--- config.mk ---
export PLATFORM = sky130hd
export DESIGN_NAME = idec_decoder
export DESIGN_NICKNAME = d
export VERILOG_FILES = /design/src/idec_pkg.sv /design/src/idec_decoder.sv
export VERILOG_INCLUDE_DIRS = /design/src
export SDC_FILE = /design/constraint.sdc
export NUM_CORES = 1
export LEC_CHECK = 0
export ABC_AREA = 1
export BUFFER_PORTS_ARGS = -buffer_cell sky130_fd_sc_hd__buf_2
export CORE_MARGIN = 2
export CORE_UTILIZATION = 40
export DETAILED_ROUTE_END_ITERATION = 8
export HOLD_SLACK_MARGIN = 0.15
export PLACE_DENSITY = 0.65
export RECOVER_POWER = 25
export SYNTH_ARGS = -nofsm -noshare
export SYNTH_HDL_FRONTEND = slang
export SYNTH_SLANG_ARGS = --single-unit
--- constraint.sdc ---
create_clock -name clk_sys -period 4.8 [get_ports clk_sys]
set_input_delay 0.48 -clock clk_sys [delete_from_list [all_inputs] [get_ports clk_sys]]
set_output_delay 0.48 -clock clk_sys [all_outputs]
set_load 0.02 [all_outputs]
--- src/idec_defs.svh ---
// Constants of the instruction decoder: opcodes, field positions, registers
`ifndef IDEC_DEFS_SVH
`define IDEC_DEFS_SVH

// ---------------------------------------------------------------
// Program word layout
// ---------------------------------------------------------------
`define IDEC_OPC_LSB   16
`define IDEC_W2_TOP    16
`define IDEC_F_SRC     0
`define IDEC_F_WSM     4
`define IDEC_F_DST     7
`define IDEC_F_WDM     11
`define IDEC_F_WBLO    14
`define IDEC_F_TEN_LIT 4
`define IDEC_F_FADDR   0
`define IDEC_F_FWREG   13
`define IDEC_F_BIT_SEL 12
`define IDEC_F_BITIND  11
`define IDEC_F_ACC     15
`define IDEC_F_MPAIR   12
`define IDEC_F_XPF     8
`define IDEC_F_XPD     6
`define IDEC_F_YPF     2
`define IDEC_F_YPD     0
`define IDEC_F_SHREG   14
`define IDEC_F_SHAMT   8
`define IDEC_F_VAR     2

// ---------------------------------------------------------------
// Opcodes of the control class
// ---------------------------------------------------------------
`define IDEC_OPC_NOP   8'h00
`define IDEC_OPC_CBRA  8'h01
`define IDEC_OPC_CALL2 8'h02
`define IDEC_OPC_BRANCH 8'h03
`define IDEC_OPC_GOTO2 8'h04
`define IDEC_OPC_ICALL 8'h05
`define IDEC_OPC_RET   8'h06
`define IDEC_OPC_RETI  8'h07
`define IDEC_OPC_LOOP2 8'h08
`define IDEC_OPC_IGOTO 8'h09

// ---------------------------------------------------------------
// Limits, masks, reset values, register offsets
// ---------------------------------------------------------------
`define IDEC_BYTE_LIT_MAX 10'h0ff
`define IDEC_WB_DEST_BAD 2'h3
`define IDEC_MSK_MCU   9'h01f
`define IDEC_MSK_BIT   9'h010
`define IDEC_MSK_LOG   9'h014
`define IDEC_MSK_DSP   9'h1e0
`define IDEC_RST_EN    1'h1
`define IDEC_REG_CTRL  8'h00
`define IDEC_REG_STAT  8'h04
`define IDEC_REG_INFO  8'h08
`define IDEC_REG_CNT   8'h0c

`endif

--- src/idec_pkg.sv ---
// Types shared by the instruction decoder
package idec_pkg;

  // ---------------------------------------------------------------
  // Instruction classes, taken from opcode bits 7:4
  // ---------------------------------------------------------------
  typedef enum logic [3:0] {
    CLS_CTL  = 4'h0, CLS_W1 = 4'h1, CLS_W2 = 4'h2, CLS_W3 = 4'h3,
    CLS_W4   = 4'h4, CLS_W5 = 4'h5, CLS_W6 = 4'h6, CLS_W7 = 4'h7,
    CLS_FILE = 4'h8, CLS_LIT = 4'h9, CLS_BIT = 4'ha, CLS_TBL = 4'hb,
    CLS_MAC  = 4'hc, CLS_DSP = 4'hd, CLS_SKIP = 4'he, CLS_MOV = 4'hf
  } idec_cls_t;

  typedef enum logic [1:0] {
    VAR_WORD = 2'h0, VAR_BYTE = 2'h1, VAR_DBL = 2'h2, VAR_SHAD = 2'h3
  } idec_var_t;

  typedef enum logic [1:0] {
    S_RUN = 2'b00, S_WORD2 = 2'b01, S_STALL = 2'b10, S_SKIP2 = 2'b11
  } idec_state_t;

  typedef struct packed {
    logic acc_two_saturate;
    logic acc_one_saturate;
    logic acc_two_overflow;
    logic acc_one_overflow;
    logic zero;
    logic overflow_flag;
    logic negative;
    logic digit_carry_flag;
    logic carry;
  } idec_flags_t;

  typedef struct packed {
    logic [7:0]  opcode;
    idec_cls_t   cls;
    idec_var_t   variant;
    logic        two_word;
    logic [1:0]  cycles;
    logic [3:0]  base_src_reg;
    logic [3:0]  second_src_reg;
    logic [2:0]  src_mode;
    logic [3:0]  dest_reg;
    logic [2:0]  dest_mode;
    logic [12:0] file_addr;
    logic        dest_is_default_work_reg;
    logic [3:0]  bit_select_field;
    logic        bit_from_reg;
    logic [9:0]  ten_bit_literal;
    logic [15:0] signed_ten_bit_literal;
    logic [15:0] signed_sixteen_bit_literal;
    logic [22:0] program_address_literal;
    logic        acc_sel;
    logic [2:0]  mul_pair;
    logic [3:0]  x_prefetch;
    logic [1:0]  x_prefetch_dest;
    logic [3:0]  y_prefetch;
    logic [1:0]  y_prefetch_dest;
    logic [1:0]  acc_writeback_dest;
    logic        shift_from_reg;
    logic [3:0]  shift_amount_reg;
    logic [5:0]  shift_literal;
    logic [8:0]  flag_mask;
    logic        lit_err;
    logic        addr_err;
    logic        word2_err;
    logic        wb_dest_err;
  } idec_dec_t;

endpackage

--- src/idec_decoder.sv ---
// Instruction decoder with issue sequencing and an APB status port
`timescale 1ns/1ns
`include "idec_defs.svh"

// Contract
// [RULE_01] One 24-bit word; three two-word types
// [RULE_02] 8-bit opcode, remaining bits are operands
// [RULE_03] Second word upper eight bits must be zero
// [RULE_04] Lone second word executes as no-operation
// [RULE_05] One cycle; taken condition adds one
// [RULE_06] Branches, tables, returns take two or three
// [RULE_07] Skip costs two or three cycles
// [RULE_08] Double moves and two-word take two
// [RULE_09] Decode base, second source and destination
// [RULE_10] File address 13 bits, destination file/W0
// [RULE_11] Bit select from literal or register
// [RULE_12] Literal ops: base register, literal, destination
// [RULE_13] MAC: accumulator, pair, prefetches, write-back
// [RULE_14] Write-back only W13 or post-increment
// [RULE_15] DSP: accumulator, operand, shift amount
// [RULE_16] Ten-bit literal below 256 in byte mode
// [RULE_17] Program address literal bit zero clear
// [RULE_18] Signed literals in two's complement
// [RULE_19] Update core and accumulator status bits
// [RULE_20] Byte, double, shadow variants; word default
// [RULE_21] Hold until both words fetched
module idec_decoder (
  input  wire logic                  clk_sys,
  input  wire logic                  sys_rst,
  input  wire logic                  fetch_valid,
  input  wire logic [23:0]           fetch_word,
  output logic                       fetch_ready,
  input  wire logic                  cond_taken,
  input  wire logic                  skip_taken,
  input  wire logic                  flag_upd,
  input  wire idec_pkg::idec_flags_t flag_val,
  output logic                       dec_valid,
  output logic                       dec_nop,
  output idec_pkg::idec_dec_t        dec,
  input  wire logic                  psel,
  input  wire logic                  penable,
  input  wire logic                  pwrite,
  input  wire logic [31:0]           paddr,
  input  wire logic [31:0]           pwdata,
  output logic [31:0]                prdata,
  output logic                       pready,
  output logic                       pslverr
);

  // ---------------------------------------------------------------
  // Decode functions
  // ---------------------------------------------------------------
  function automatic logic is_two(input logic [7:0] op);
    is_two = (op == `IDEC_OPC_CALL2) || (op == `IDEC_OPC_GOTO2) ||
             (op == `IDEC_OPC_LOOP2); // RULE_01
  endfunction

  function automatic logic [1:0] cyc_fn(input logic [7:0] op);
    idec_pkg::idec_cls_t c;
    c = idec_pkg::idec_cls_t'(op[7:4]);
    if (is_two(op)) begin
      cyc_fn = 2'h2; // RULE_08
    end else begin
      case (op)
        `IDEC_OPC_BRANCH, `IDEC_OPC_CBRA,
        `IDEC_OPC_ICALL, `IDEC_OPC_IGOTO: cyc_fn = 2'h2; // RULE_06
        `IDEC_OPC_RET, `IDEC_OPC_RETI:   cyc_fn = 2'h3; // RULE_06
        default: begin
          if (c == idec_pkg::CLS_TBL) begin
            cyc_fn = 2'h2; // RULE_06
          end else if (c != idec_pkg::CLS_CTL &&
                       op[`IDEC_F_VAR +: 2] == idec_pkg::VAR_DBL) begin
            cyc_fn = 2'h2; // RULE_08
          end else begin
            cyc_fn = 2'h1; // RULE_05
          end
        end
      endcase
    end
  endfunction

  function automatic logic [8:0] mask_fn(input idec_pkg::idec_cls_t c);
    case (c)
      idec_pkg::CLS_W1, idec_pkg::CLS_W2, idec_pkg::CLS_W3,
      idec_pkg::CLS_W4, idec_pkg::CLS_FILE,
      idec_pkg::CLS_LIT:  mask_fn = `IDEC_MSK_MCU; // RULE_19
      idec_pkg::CLS_W5, idec_pkg::CLS_W6,
      idec_pkg::CLS_W7:   mask_fn = `IDEC_MSK_LOG; // RULE_19
      idec_pkg::CLS_BIT,
      idec_pkg::CLS_SKIP: mask_fn = `IDEC_MSK_BIT; // RULE_19
      idec_pkg::CLS_MAC,
      idec_pkg::CLS_DSP:  mask_fn = `IDEC_MSK_DSP; // RULE_19
      default:            mask_fn = 9'h000;
    endcase
  endfunction

  function automatic idec_pkg::idec_dec_t dec_fn(
    input logic [23:0] w1,
    input logic [23:0] w2,
    input logic        tw
  );
    idec_pkg::idec_dec_t d;
    d = '0;
    d.opcode   = w1[`IDEC_OPC_LSB +: 8]; // RULE_02
    d.cls      = idec_pkg::idec_cls_t'(d.opcode[7:4]);
    d.variant  = idec_pkg::idec_var_t'(d.opcode[`IDEC_F_VAR +: 2]); // RULE_20
    d.two_word = tw;
    d.cycles   = cyc_fn(d.opcode);
    d.base_src_reg   = {d.opcode[1:0], w1[`IDEC_F_WBLO +: 2]}; // RULE_09
    d.second_src_reg = w1[`IDEC_F_SRC +: 4]; // RULE_09
    d.src_mode       = w1[`IDEC_F_WSM +: 3];
    d.dest_reg       = w1[`IDEC_F_DST +: 4]; // RULE_09
    d.dest_mode      = w1[`IDEC_F_WDM +: 3];
    d.file_addr      = w1[`IDEC_F_FADDR +: 13]; // RULE_10
    d.dest_is_default_work_reg = w1[`IDEC_F_FWREG]; // RULE_10
    d.bit_select_field = w1[`IDEC_F_BIT_SEL +: 4]; // RULE_11
    d.bit_from_reg     = w1[`IDEC_F_BITIND]; // RULE_11
    d.ten_bit_literal  = w1[`IDEC_F_TEN_LIT +: 10]; // RULE_12
    d.signed_ten_bit_literal =
      {{6{w1[`IDEC_F_TEN_LIT + 9]}}, w1[`IDEC_F_TEN_LIT +: 10]}; // RULE_18
    d.signed_sixteen_bit_literal = w1[15:0]; // RULE_18
    d.program_address_literal = {w2[6:0], w1[15:0]};
    d.acc_sel         = w1[`IDEC_F_ACC]; // RULE_13
    d.mul_pair        = w1[`IDEC_F_MPAIR +: 3];
    d.x_prefetch      = w1[`IDEC_F_XPF +: 4]; // RULE_13
    d.x_prefetch_dest = w1[`IDEC_F_XPD +: 2];
    d.y_prefetch      = w1[`IDEC_F_YPF +: 4];
    d.y_prefetch_dest = w1[`IDEC_F_YPD +: 2];
    d.acc_writeback_dest = d.opcode[1:0]; // RULE_13
    d.shift_from_reg   = w1[`IDEC_F_SHREG]; // RULE_15
    d.shift_amount_reg = w1[`IDEC_F_SHAMT +: 4]; // RULE_15
    d.shift_literal    = w1[`IDEC_F_SHAMT +: 6];
    d.flag_mask        = mask_fn(d.cls);
    d.lit_err  = d.cls == idec_pkg::CLS_LIT &&
                 d.variant == idec_pkg::VAR_BYTE &&
                 d.ten_bit_literal > `IDEC_BYTE_LIT_MAX; // RULE_16
    d.addr_err = tw && w1[0]; // RULE_17
    d.word2_err = tw && (w2[`IDEC_W2_TOP +: 8] != 8'h00); // RULE_03
    d.wb_dest_err = d.cls == idec_pkg::CLS_MAC &&
                    d.acc_writeback_dest == `IDEC_WB_DEST_BAD; // RULE_14
    dec_fn = d;
  endfunction

  // ---------------------------------------------------------------
  // State
  // ---------------------------------------------------------------
  idec_pkg::idec_state_t state_q, state_d;
  idec_pkg::idec_dec_t   dec_q, dec_d;
  logic [23:0]           w1_q, w1_d;
  logic [1:0]            cnt_q, cnt_d;
  logic                  skp_q, skp_d;
  logic                  ready_q, ready_d;
  logic                  valid_q, nop_q;
  logic                  issue, nop;
  logic                  en_q;
  logic [3:0]            err_q;
  logic                  err_clr;
  idec_pkg::idec_flags_t stat_q;
  logic [31:0]           cnt32_q;
  logic [31:0]           rdata_q;
  logic                  pready_q, pslverr_q;
  logic                  accept, squash, tw_in;
  logic                  apb_wr;

  assign accept = fetch_valid & ready_q;
  assign squash = valid_q & (cond_taken | skip_taken);
  assign tw_in  = is_two(fetch_word[`IDEC_OPC_LSB +: 8]);

  // ---------------------------------------------------------------
  // Issue sequencer
  // ---------------------------------------------------------------
  always_comb begin
    state_d = state_q;
    dec_d   = dec_q;
    w1_d    = w1_q;
    cnt_d   = cnt_q;
    skp_d   = skp_q;
    issue   = 1'b0;
    nop     = 1'b0;
    case (state_q)
      idec_pkg::S_RUN: begin
        if (accept) begin
          if (skp_q | squash) begin
            nop   = 1'b1; // RULE_05
            skp_d = 1'b0;
            if (tw_in & (skp_q | skip_taken)) begin
              state_d = idec_pkg::S_SKIP2; // RULE_07
            end
          end else if (tw_in) begin
            w1_d    = fetch_word;
            state_d = idec_pkg::S_WORD2; // RULE_21
          end else if (fetch_word[`IDEC_OPC_LSB +: 8] ==
                       `IDEC_OPC_NOP) begin
            nop = 1'b1; // RULE_04
          end else begin
            issue = 1'b1;
            dec_d = dec_fn(fetch_word, 24'h000000, 1'b0);
            if (dec_d.cycles > 2'h1) begin
              cnt_d   = dec_d.cycles - 2'h1; // RULE_06
              state_d = idec_pkg::S_STALL;
            end
          end
        end else if (squash) begin
          if (skip_taken) begin
            skp_d = 1'b1; // RULE_07
          end else begin
            cnt_d   = 2'h1; // RULE_05
            state_d = idec_pkg::S_STALL;
          end
        end
      end
      idec_pkg::S_WORD2: begin
        if (accept) begin
          issue   = 1'b1;
          dec_d   = dec_fn(w1_q, fetch_word, 1'b1); // RULE_21
          cnt_d   = 2'h1; // RULE_08
          state_d = idec_pkg::S_STALL;
        end
      end
      idec_pkg::S_STALL: begin
        nop   = 1'b1;
        cnt_d = cnt_q - 2'h1;
        if (cnt_q <= 2'h1) begin
          state_d = idec_pkg::S_RUN;
        end
      end
      idec_pkg::S_SKIP2: begin
        if (accept) begin
          nop     = 1'b1; // RULE_07
          state_d = idec_pkg::S_RUN;
        end
      end
      default: begin
        state_d = idec_pkg::S_RUN;
      end
    endcase
    ready_d = en_q & (state_d != idec_pkg::S_STALL);
  end

  always_ff @(posedge clk_sys) begin
    if (sys_rst) begin
      state_q <= idec_pkg::S_RUN;
      cnt_q   <= 2'h0;
      skp_q   <= 1'b0;
      w1_q    <= 24'h000000;
      ready_q <= 1'b0;
    end else begin
      state_q <= state_d;
      cnt_q   <= cnt_d;
      skp_q   <= skp_d;
      w1_q    <= w1_d;
      ready_q <= ready_d;
    end
  end

  always_ff @(posedge clk_sys) begin
    if (sys_rst) begin
      valid_q <= 1'b0;
      nop_q   <= 1'b0;
      dec_q   <= '0;
    end else begin
      valid_q <= issue;
      nop_q   <= nop;
      dec_q   <= dec_d;
    end
  end

  // ---------------------------------------------------------------
  // Status bits and counters
  // ---------------------------------------------------------------
  // Flags follow the mask of the instruction now on the datapath
  always_ff @(posedge clk_sys) begin
    if (sys_rst) begin
      stat_q <= '0;
    end else if (flag_upd & valid_q) begin
      stat_q <= (stat_q & ~dec_q.flag_mask) |
                (flag_val & dec_q.flag_mask); // RULE_19
    end
  end

  // Set wins over a software clear in the same cycle
  always_ff @(posedge clk_sys) begin
    if (sys_rst) begin
      err_q <= 4'h0;
    end else begin
      err_q <= (err_clr ? 4'h0 : err_q) |
               ({4{issue}} & {dec_d.wb_dest_err, dec_d.word2_err,
                              dec_d.addr_err, dec_d.lit_err});
    end
  end

  always_ff @(posedge clk_sys) begin
    if (sys_rst) begin
      cnt32_q <= 32'h00000000;
    end else if (err_clr) begin
      cnt32_q <= 32'h00000000;
    end else if (valid_q | nop_q) begin
      cnt32_q <= cnt32_q + 32'h00000001;
    end
  end

  // ---------------------------------------------------------------
  // APB slave
  // ---------------------------------------------------------------
  // No wait state: prdata and pready come straight from flops loaded in the setup cycle
  assign apb_wr  = psel & penable & pready_q & pwrite;
  assign err_clr = apb_wr & (paddr[7:0] == `IDEC_REG_CTRL) &
                   (paddr[31:8] == 24'h000000) & pwdata[1];

  always_ff @(posedge clk_sys) begin
    if (sys_rst) begin
      pready_q  <= 1'b0;
      pslverr_q <= 1'b0;
      rdata_q   <= 32'h00000000;
    end else if (psel & ~penable) begin
      pready_q  <= 1'b1;
      pslverr_q <= 1'b0;
      rdata_q   <= 32'h00000000;
      if (paddr[31:8] != 24'h000000) begin
        pslverr_q <= 1'b1;
      end else begin
        case (paddr[7:0])
          `IDEC_REG_CTRL: rdata_q <= {31'h00000000, en_q};
          `IDEC_REG_STAT: rdata_q <= {23'h000000, stat_q};
          `IDEC_REG_INFO: rdata_q <= {20'h00000, err_q, dec_q.opcode};
          `IDEC_REG_CNT:  rdata_q <= cnt32_q;
          default:        pslverr_q <= 1'b1;
        endcase
      end
    end else begin
      pready_q  <= 1'b0;
      pslverr_q <= 1'b0;
    end
  end

  always_ff @(posedge clk_sys) begin
    if (sys_rst) begin
      en_q <= `IDEC_RST_EN;
    end else if (apb_wr & (paddr == {24'h000000, `IDEC_REG_CTRL})) begin
      en_q <= pwdata[0];
    end
  end

  // ---------------------------------------------------------------
  // Outputs
  // ---------------------------------------------------------------
  assign fetch_ready = ready_q;
  assign dec_valid   = valid_q;
  assign dec_nop     = nop_q;
  assign dec         = dec_q;
  assign prdata      = rdata_q;
  assign pready      = pready_q;
  assign pslverr     = pslverr_q;

endmodule // idec_decoder

* Word-level counts from Yosys, hierarchy flattened *
Memories as Yosys holds them, arrays and structs flattened. A register that Yosys moved wholly into a read port is not among the register bits.
Index checks and enable logic that the tools add are counted.

storage, ports and cells
  register bits after elaboration = 273
  memory bits (read-only) = 288
  input port bits = 106
  output and inout bits = 198
  word-level logic and storage cells = 237
  memories kept = 2

memories
  memory           words  width  read ports  clocked after Yosys merged registers in  write ports  line                source
  (no name shown)  16     9      1           0                                        0            idec_decoder.sv:83  case (c)
  (no name shown)  16     9      1           1                                        0            idec_decoder.sv:83

cells by class
  add/sub/neg operators = 3
  order comparisons = 4
  equality and inequality tests = 49
  mux-type cells = 62
  bitwise gates (word level) = 26
  reductions and logical operators = 36

operators by type and width
  cell                                                                               count
  161-bit two-way mux                                                                5
  161-bit case mux with 2 select lines                                               1
  32-bit case mux with 4 select lines                                                1
  8-bit by 3-bit == test with 1-bit output (second input constant)                   9
  2-bit two-way mux                                                                  29
  8-bit by 4-bit == test with 1-bit output (second input constant)                   6
  32-bit by 1-bit adder with 32-bit output (second input constant)                   1
  8-bit by 2-bit == test with 1-bit output (second input constant)                   4
  32-bit logical NOT                                                                 1
  32-bit two-way mux                                                                 1
  4-bit == test (second input constant)                                              6
  24-bit logical NOT                                                                 1
  24-bit nonzero test                                                                1
  10-bit by 8-bit greater-than comparator with 1-bit output (second input constant)  2
  9-bit AND                                                                          2
  3-bit inequality test (second input constant)                                      6
  8-bit by 1-bit == test with 1-bit output (second input constant)                   2
  8-bit logical NOT                                                                  2
  1-bit two-way mux                                                                  16
  1-bit AND                                                                          13
  2-bit == test (second input constant)                                              6
  4-bit two-way mux                                                                  3
  2-bit inequality test (second input constant)                                      6
  4-bit OR reduction                                                                 3
  other kinds (27)                                                                   53

* Depth between registers and ports, before layout *
Gate-level depths: netlist of the first run.

  depth after elaboration = 19
  gate-level depth with buffers = 17
  mapped depth without buffers = 17

* Worst setup path after synthesis of the first run *
No wires, ideal clock.

  path type = input to register
  start point = input fetch_word[23]
  end point = register with a tool-made name
  library setup time = 0.135 ns
  data arrival time = 1.885 ns
  required time = 4.665 ns
  path slack = 2.780 ns
  stages = 13
  buffers on the path = 1
  cells stage by stage = nor2_1 -> nand2_2 -> nor2_4 -> nand3_1 -> nor2_4 -> inv_2 -> buf_4 -> nand2_1 -> nor2_1 -> inv_1 -> ha_1 -> inv_1 -> o21ai_0

RTL lines
  element          line                source
  start, declared  idec_decoder.sv:31  input wire logic [23:0] fetch_word,

==> results of run 1 <==
## sequential cells by signal (all words and copies together) (netlist names), named ones only
register     count
w1_q            24
skp_q            1
prdata          32
dec_nop          1
pslverr          1
cnt32_q         32
en_q             1
err_q            4
pready           1
dec             42
cnt_q            2
fetch_ready      1
state_q          2
dec_valid        1
## where the power goes
part | leakage [uW] | switching [uW] | internal [uW]
sequential | 0.00128 | 125 | 1400
combinational | 0.00232 | 904 | 359
clock | 0.000273 | 570 | 723
total | 0.00387 | 1600 | 2480
## metal layers
layer	track usage, %	vias up	routed length [microns]
li1	-	3888	-
met1	27.9	3511	10800
met2	32.1	229	10100
met3	4.10	24	1250
met4	6.39	0	340
met5	0	-	0
## through the flow
| stage | area [sq um] | cells | total power, uW |
|---|---|---|---|
| after global routing | 9310 | 1560 | 4290 |
| after CTS | 9410 | 1560 | 4130 |
| after floorplan | 8190 | 1137 | 2670 |
| after detailed placement | 8840 | 1528 | 2840 |
| after global placement | 8840 | 1528 | 2820 |
| final | 9310 | 1560 | 4080 |
## cell type report
| cell class | instances | area, sq um | area share (%) |
|---|---|---|---|
| multi-input cells | 716 | 3530 | 37.9 |
| inverters | 104 | 390 | 4.20 |
| clock inverters | 14 | 136 | 1.47 |
| flip-flops and latches | 158 | 3160 | 34.0 |
| clock buffers | 18 | 429 | 4.61 |
| well taps | 270 | 338 | 3.63 |
| repair buffers | 280 | 1320 | 14.2 |
## critical path, stage by stage (launching register included)
cell	delay [ns]
dfxtp_1	0.36
inv_1	0.15
ha_1	0.49
nand3_1	0.25
nor2_4	0.36
inv_2	0.30
nand3_1	0.20
inv_1	0.07
nor2_1	0.12
ha_1	0.25
inv_1	0.05
o21ai_0	0.07
## cells by family (layout without fill, tap and decap cells)
group | count (synthesis) | after routing
AOI/OAI and AO/OA | 241 | 241
xor gates and xnor gates | 18 | 18
adders and majority gates | 8 | 8
buffers and inverters | 263 | 416
DFF | 158 | 158
and+or+nand+nor | 449 | 449
## worst min path at each step
stage	start	endpoint	slack [ns]	cells after the start
3_3_place_gp	w1_q[10]	w1_q[10]	0.43	2
3_5_place_dp	w1_q[1]	w1_q[1]	0.44	2
4_1_cts	fetch_word[14]	w1_q[14]	0.28	3
5_1_grt	fetch_word[13]	w1_q[13]	0.30	3
2_1_floorplan	w1_q[10]	w1_q[10]	0.42	2
6_report	fetch_word[14]	w1_q[14]	0.30	3
## cell usage in the layout, fill, tap and decap left out, types with 3 or more instances in the layout
cell type	n
a21oi_1	125
a31oi_1	4
buf_2	193
buf_4	7
clkbuf_1	81
clkbuf_16	17
clkinv_4	5
dfxtp_1	158
ha_1	8
inv_1	98
inv_2	4
inv_6	3
nand2_1	238
nand2_2	5
nand3_1	48
nand4_1	11
nor2_1	97
nor2_2	4
nor2_4	5
nor3_1	20
nor3_2	4
nor4_1	5
o211ai_1	4
o21ai_0	74
o221ai_1	6
o22ai_1	9
xnor2_1	3
xor2_1	15
==> run metrics, run 1 <==
status=finished clean; Syn. warnings=0; Die W=between 100 and 150 microns; PwrDens=~440 mW/mm^2; Synth area leaders=dfxtp_1 (39%), buf_4 (11%), nand2_1 (11%); CP Class=flip-flop to flip-flop; I/O pin cnt=about 300; setup slack at placement=approximately 2 ns; crit end category=flip-flop; post-route setup slack=~2 ns; RSZ-0062 raised after global routing=false; worst r2r src=state_q[1]; Leak Pwr=approximately 0.0039 uW; Antenna Nets Post-Route=0; Initial Util=between 40 and 50%; Vias per Instance=4.91; drt first pass iters=5; # diodes=0; Avg Cell Area, Syn=just over 7 sq um; post-synthesis xor/xnor area fraction=1.93%; Worst Path Max Fanout=31; flop-to-flop setup slack=~2 ns; Hold Violations, Final=0; I/O Buffers=273; deepest clock path buffer count=2; setup_tns=0 ns; mux contribution to synthesized area=0%; Post-synth EDFFs=0; Seq/Total Area, Yosys=roughly two fifths; Clock Pin Slew Worst Setup and Hold Paths=around 0.070 ns; number of global-route vias before repair=around 6,800; period utilization=between 50 and 60%; CTS Root Cell=clkbuf_16; worst setup path start=state_q[1]; achievable frequency=around 360 MHz; Initial DRC Count=around 560; crit path time final=~2.8 ns; CP Data Required Time=5.09 ns; post-CTS sizing=0; post-synthesis cell type count=48; core area=~0.02 sq mm; gpl congestion=0.851; synth cell count leaders=nand2_1 (238), dfxtp_1 (158), a21oi_1 (125), buf_4 (125), inv_1 (98); largest family of logic cells by synthesized area=simple AND/OR/NAND/NOR gates; Max H-tree Level=4; hold_ws=0.297 ns; Synth Area in Compound Gates=around 16%; top_reg_cell synth=dfxtp_1; post-synthesis cell area=approximately 0.008 sq mm; FP Rows=52; fin util=46.1%; Worst VDD drop=0.244 mV; syn nets=1,251; clock latency on the worst-skew pair=0.43 ns; post-synth top area cell=dfxtp_1; Setup Buffers After CTS=0; r2r worst-path depth=11; nets=~1,400; ys async rst share=0%; register bit total from synthesis=~160; initial antenna violation count=0; final WL=~22 mm; global route overflow=0; layout cells sized above 1=between 20% and 30%; max-slew violations=0; Worst Path Arrival=3.10 ns; Die Y=approximately 150 microns; dpl hpwl=16.7 mm; # setup viols final=0; CTS tree=done; most common cell in the netlist=nand2_1; GRT Overall Usage=roughly a fifth; routed vias=~7,700; Simple-Gate Fraction of Synth Area=between 20% and 30%; area grow syn2layout=13.6%; DR DRC count=0; Hold Buf Count CTS=0; Max Cap Viol=0; Filler cells=about 2,200; share of the synthesized area in the top cell type=38.6%; first-pass GRT wire length=approximately 35 mm; CP Launch Type=flip-flop; post-synthesis adder-cell area fraction=1.22%; Inserted Clock Buffers=17; largest net degree at the start of global routing=between 60 and 70; die area=around 0.022 sq mm; wire length per cell=~14 microns; Sink Count=~160; Worst-Margin Slew=just under 1 ns; Worst Skew=about 0.0073 ns; Worst slew margin=between 30% and 40%; worst hold path class=primary input to flip-flop; cell count after synthesis=about 1,100
Power figures use the tool's default switching activity.
==> run 2: changes to the inputs <==
- clock period: 4.8 -> 2.9 ns (I/O delays scaled with it)
==> run 2 against run 1 <==
Via count is 0.91% higher; final cell count rose by 1.6%; fmax rose by 13%; critical path depth stayed put; global-route usage is 0.41 points higher; die area unchanged; sequential share of layout area down 0.95 points; clock skew up 0.0015 ns; routed wire length is 1.6% higher.
==> run metrics, run 2 (synthesis results as in run 1) <==
achievable frequency=401 MHz (+13%); I/O Buffers=273 (unchanged); dpl hpwl=17.2 mm (+3.0%); DR DRC count=0 (unchanged); GRT Overall Usage=20.7% (+0.41 points); uppermost layer routed=met4; CP Launch Type=flip-flop; area grow syn2layout=16.9%; Inserted Clock Buffers=17 (unchanged); Worst Skew=0.00878 ns (+0.00150 ns); leading cell types in the layout, fill and taps excluded=nand2_1 (238), buf_2 (190), dfxtp_1 (158); Sink Count=158 (unchanged); nets=1,417 (+1.9%); Die W=147 microns (unchanged); Worst Path Arrival=2.79 ns (-0.31 ns); drt first pass iters=5 (unchanged); largest net degree at the start of global routing=49 (-22%); first-pass GRT wire length=35.6 mm (+2.0%); I/O pin cnt=304 (unchanged); Initial Util=40.6% (unchanged); PwrDens=725 mW/mm^2 (+65%); hold_sp=pwdata[0]; initial antenna violation count=0 (unchanged); CP most frequent cell=inv_1; Clock Pin Slew Worst Setup and Hold Paths=0.07 ns (about the same); WL met2=10.3 mm (+2.4%); final WL=22.9 mm (+1.6%); # diodes=0 (unchanged); global route overflow=0 (unchanged); Vias per Instance=4.87 (-0.68%); flop-to-flop setup slack=0.40 ns (-1.59 ns); CP top delay family=adder cells; layout cells sized above 1=20.1% (-0.079 points); gpl congestion=0.871 (+2.4%); hold_ws=0.160 ns (-0.137 ns); Antenna Nets Post-Route=0 (unchanged); routed vias=7,722 (+0.91%); CP Data Required Time=3.20 ns (-1.89 ns); die area=0.0216 sq mm (unchanged); hold depth=3 (unchanged); CP Class=flip-flop to flip-flop; r2r worst-path depth=11 (unchanged); CTS Root Cell=clkbuf_16; # setup viols final=0 (unchanged); Leak Pwr=0.00399 uW (+3.2%); CP cell instances=inv_1 -> ha_1 -> nand3_1 -> nor2_4 -> inv_2 -> nand3_1 -> inv_1 -> nor2_1 -> ha_1 -> inv_1 -> o21ai_0; Max Cap Viol=0 (unchanged); Worst Path Max Fanout=31 (unchanged); period utilization=86.0% (+28 points); core area=0.0202 sq mm (unchanged); most common cell after layout, fill and taps aside=nand2_1; Initial DRC Count=511 (-7.9%); Worst-Margin Slew=1.07 ns (+0.0911 ns); crit path time final=2.50 ns (-0.313 ns); total power=6940 uW (+70%); post-CTS sizing=0 (unchanged); Worst slew margin=28.7% (-5.7 points); CP max stage cell=dfxtp_1; number of global-route vias before repair=6,796 (+0.088%); CP peak stage delay=0.42 ns (-0.07 ns); clock latency on the worst-skew pair=0.43 ns (about the same); Die Y=147 microns (unchanged); deepest clock path buffer count=2 (unchanged); FP Rows=52 (unchanged); buffer and inverter count on the worst path=4 (unchanged); worst hold path class=primary input to flip-flop; max-slew violations=0 (unchanged); Setup Buffers After CTS=0 (unchanged); RSZ-0062 raised after global routing=false; Metal-1 WL=11.0 mm (+1.6%); wire length per cell=14.4 microns (about the same); worst r2r src=state_q[1]; Worst VDD drop=0.418 mV (+71%); status=finished clean; wire length on met3=1.37 mm (+9.6%); crit end category=flip-flop; Max H-tree Level=4 (unchanged); CTS tree=done; Hold Violations, Final=0 (unchanged); Worst Hold Path EP=en_q; max FFs per register=42 (unchanged); setup_tns=0 ns (unchanged)
run 2: cell types whose count changed in the layout (fill, tap and decap cells not counted), sizes merged:
cell | previous run | this run
clkinv | 9 | 6
clkbuf | 98 | 104
buf | 200 | 203
bufinv | 1 | 2
inv | 106 | 108
dlygate4sd3 | 0 | 18
clkinvlp | 2 | 0
run 2: layout make-up:
type / count / area, sq um
multi-input cells: 716 / 3530
clock inverters: 12 / 150
clock buffers: 19 / 453
fillers: 2145 / 10600
flip-flops and latches: 158 / 3160
inverters: 104 / 390
well taps: 270 / 338
repair buffers: 306 / 1550
run 2: worst min-delay path, cell delays in order:
cell,delay [ns]
buf_2,0.09
nand4_1,0.09
nand3_1,0.08
run 2: how the worst max path moves through the flow:
stage | start | endpoint | cells past startpoint
after detailed placement | state_q[1] | flip-flop | 11
after global routing | state_q[1] | flip-flop | 11
after global placement | state_q[1] | flip-flop | 11
after floorplan | dec_valid | flip-flop | 14
final | state_q[1] | flip-flop | 11
after CTS | state_q[1] | flip-flop | 11
run 2: stage by stage:
stage | instance area (sq um) | util, % | setup slack, ns | cells
after detailed placement | 8900 | 44.2 | 0.460 | 1536
final | 9570 | 47.5 | 0.405 | 1585
after floorplan | 8190 | - | 0.931 | 1137
after global placement | 8900 | 44.2 | 0.507 | 1536
after global routing | 9570 | 47.5 | 0.153 | 1585
after CTS | 9690 | 48.0 | 0.445 | 1585
run 2: repair_timing:
item / in CTS / in global routing
setup endpoints to repair: 0 / 0
hold endpoints to repair: 24 / 0
hold buffers: 18 / 0
run 2: power breakdown:
group          total [uW]  leakage [uW]  switching [uW]  internal (uW)
combinational        2130       0.00241            1500            625
clock                2300      0.000297             963           1330
sequential           2520       0.00128             198           2320
run 2: layer usage:
layer / vias to the layer above / GRT usage (%)
li1: 3935 / -
met1: 3520 / 29.4
met2: 245 / 32.6
met3: 22 / 4.50
met4: 0 / 3.80
met5: - / 0
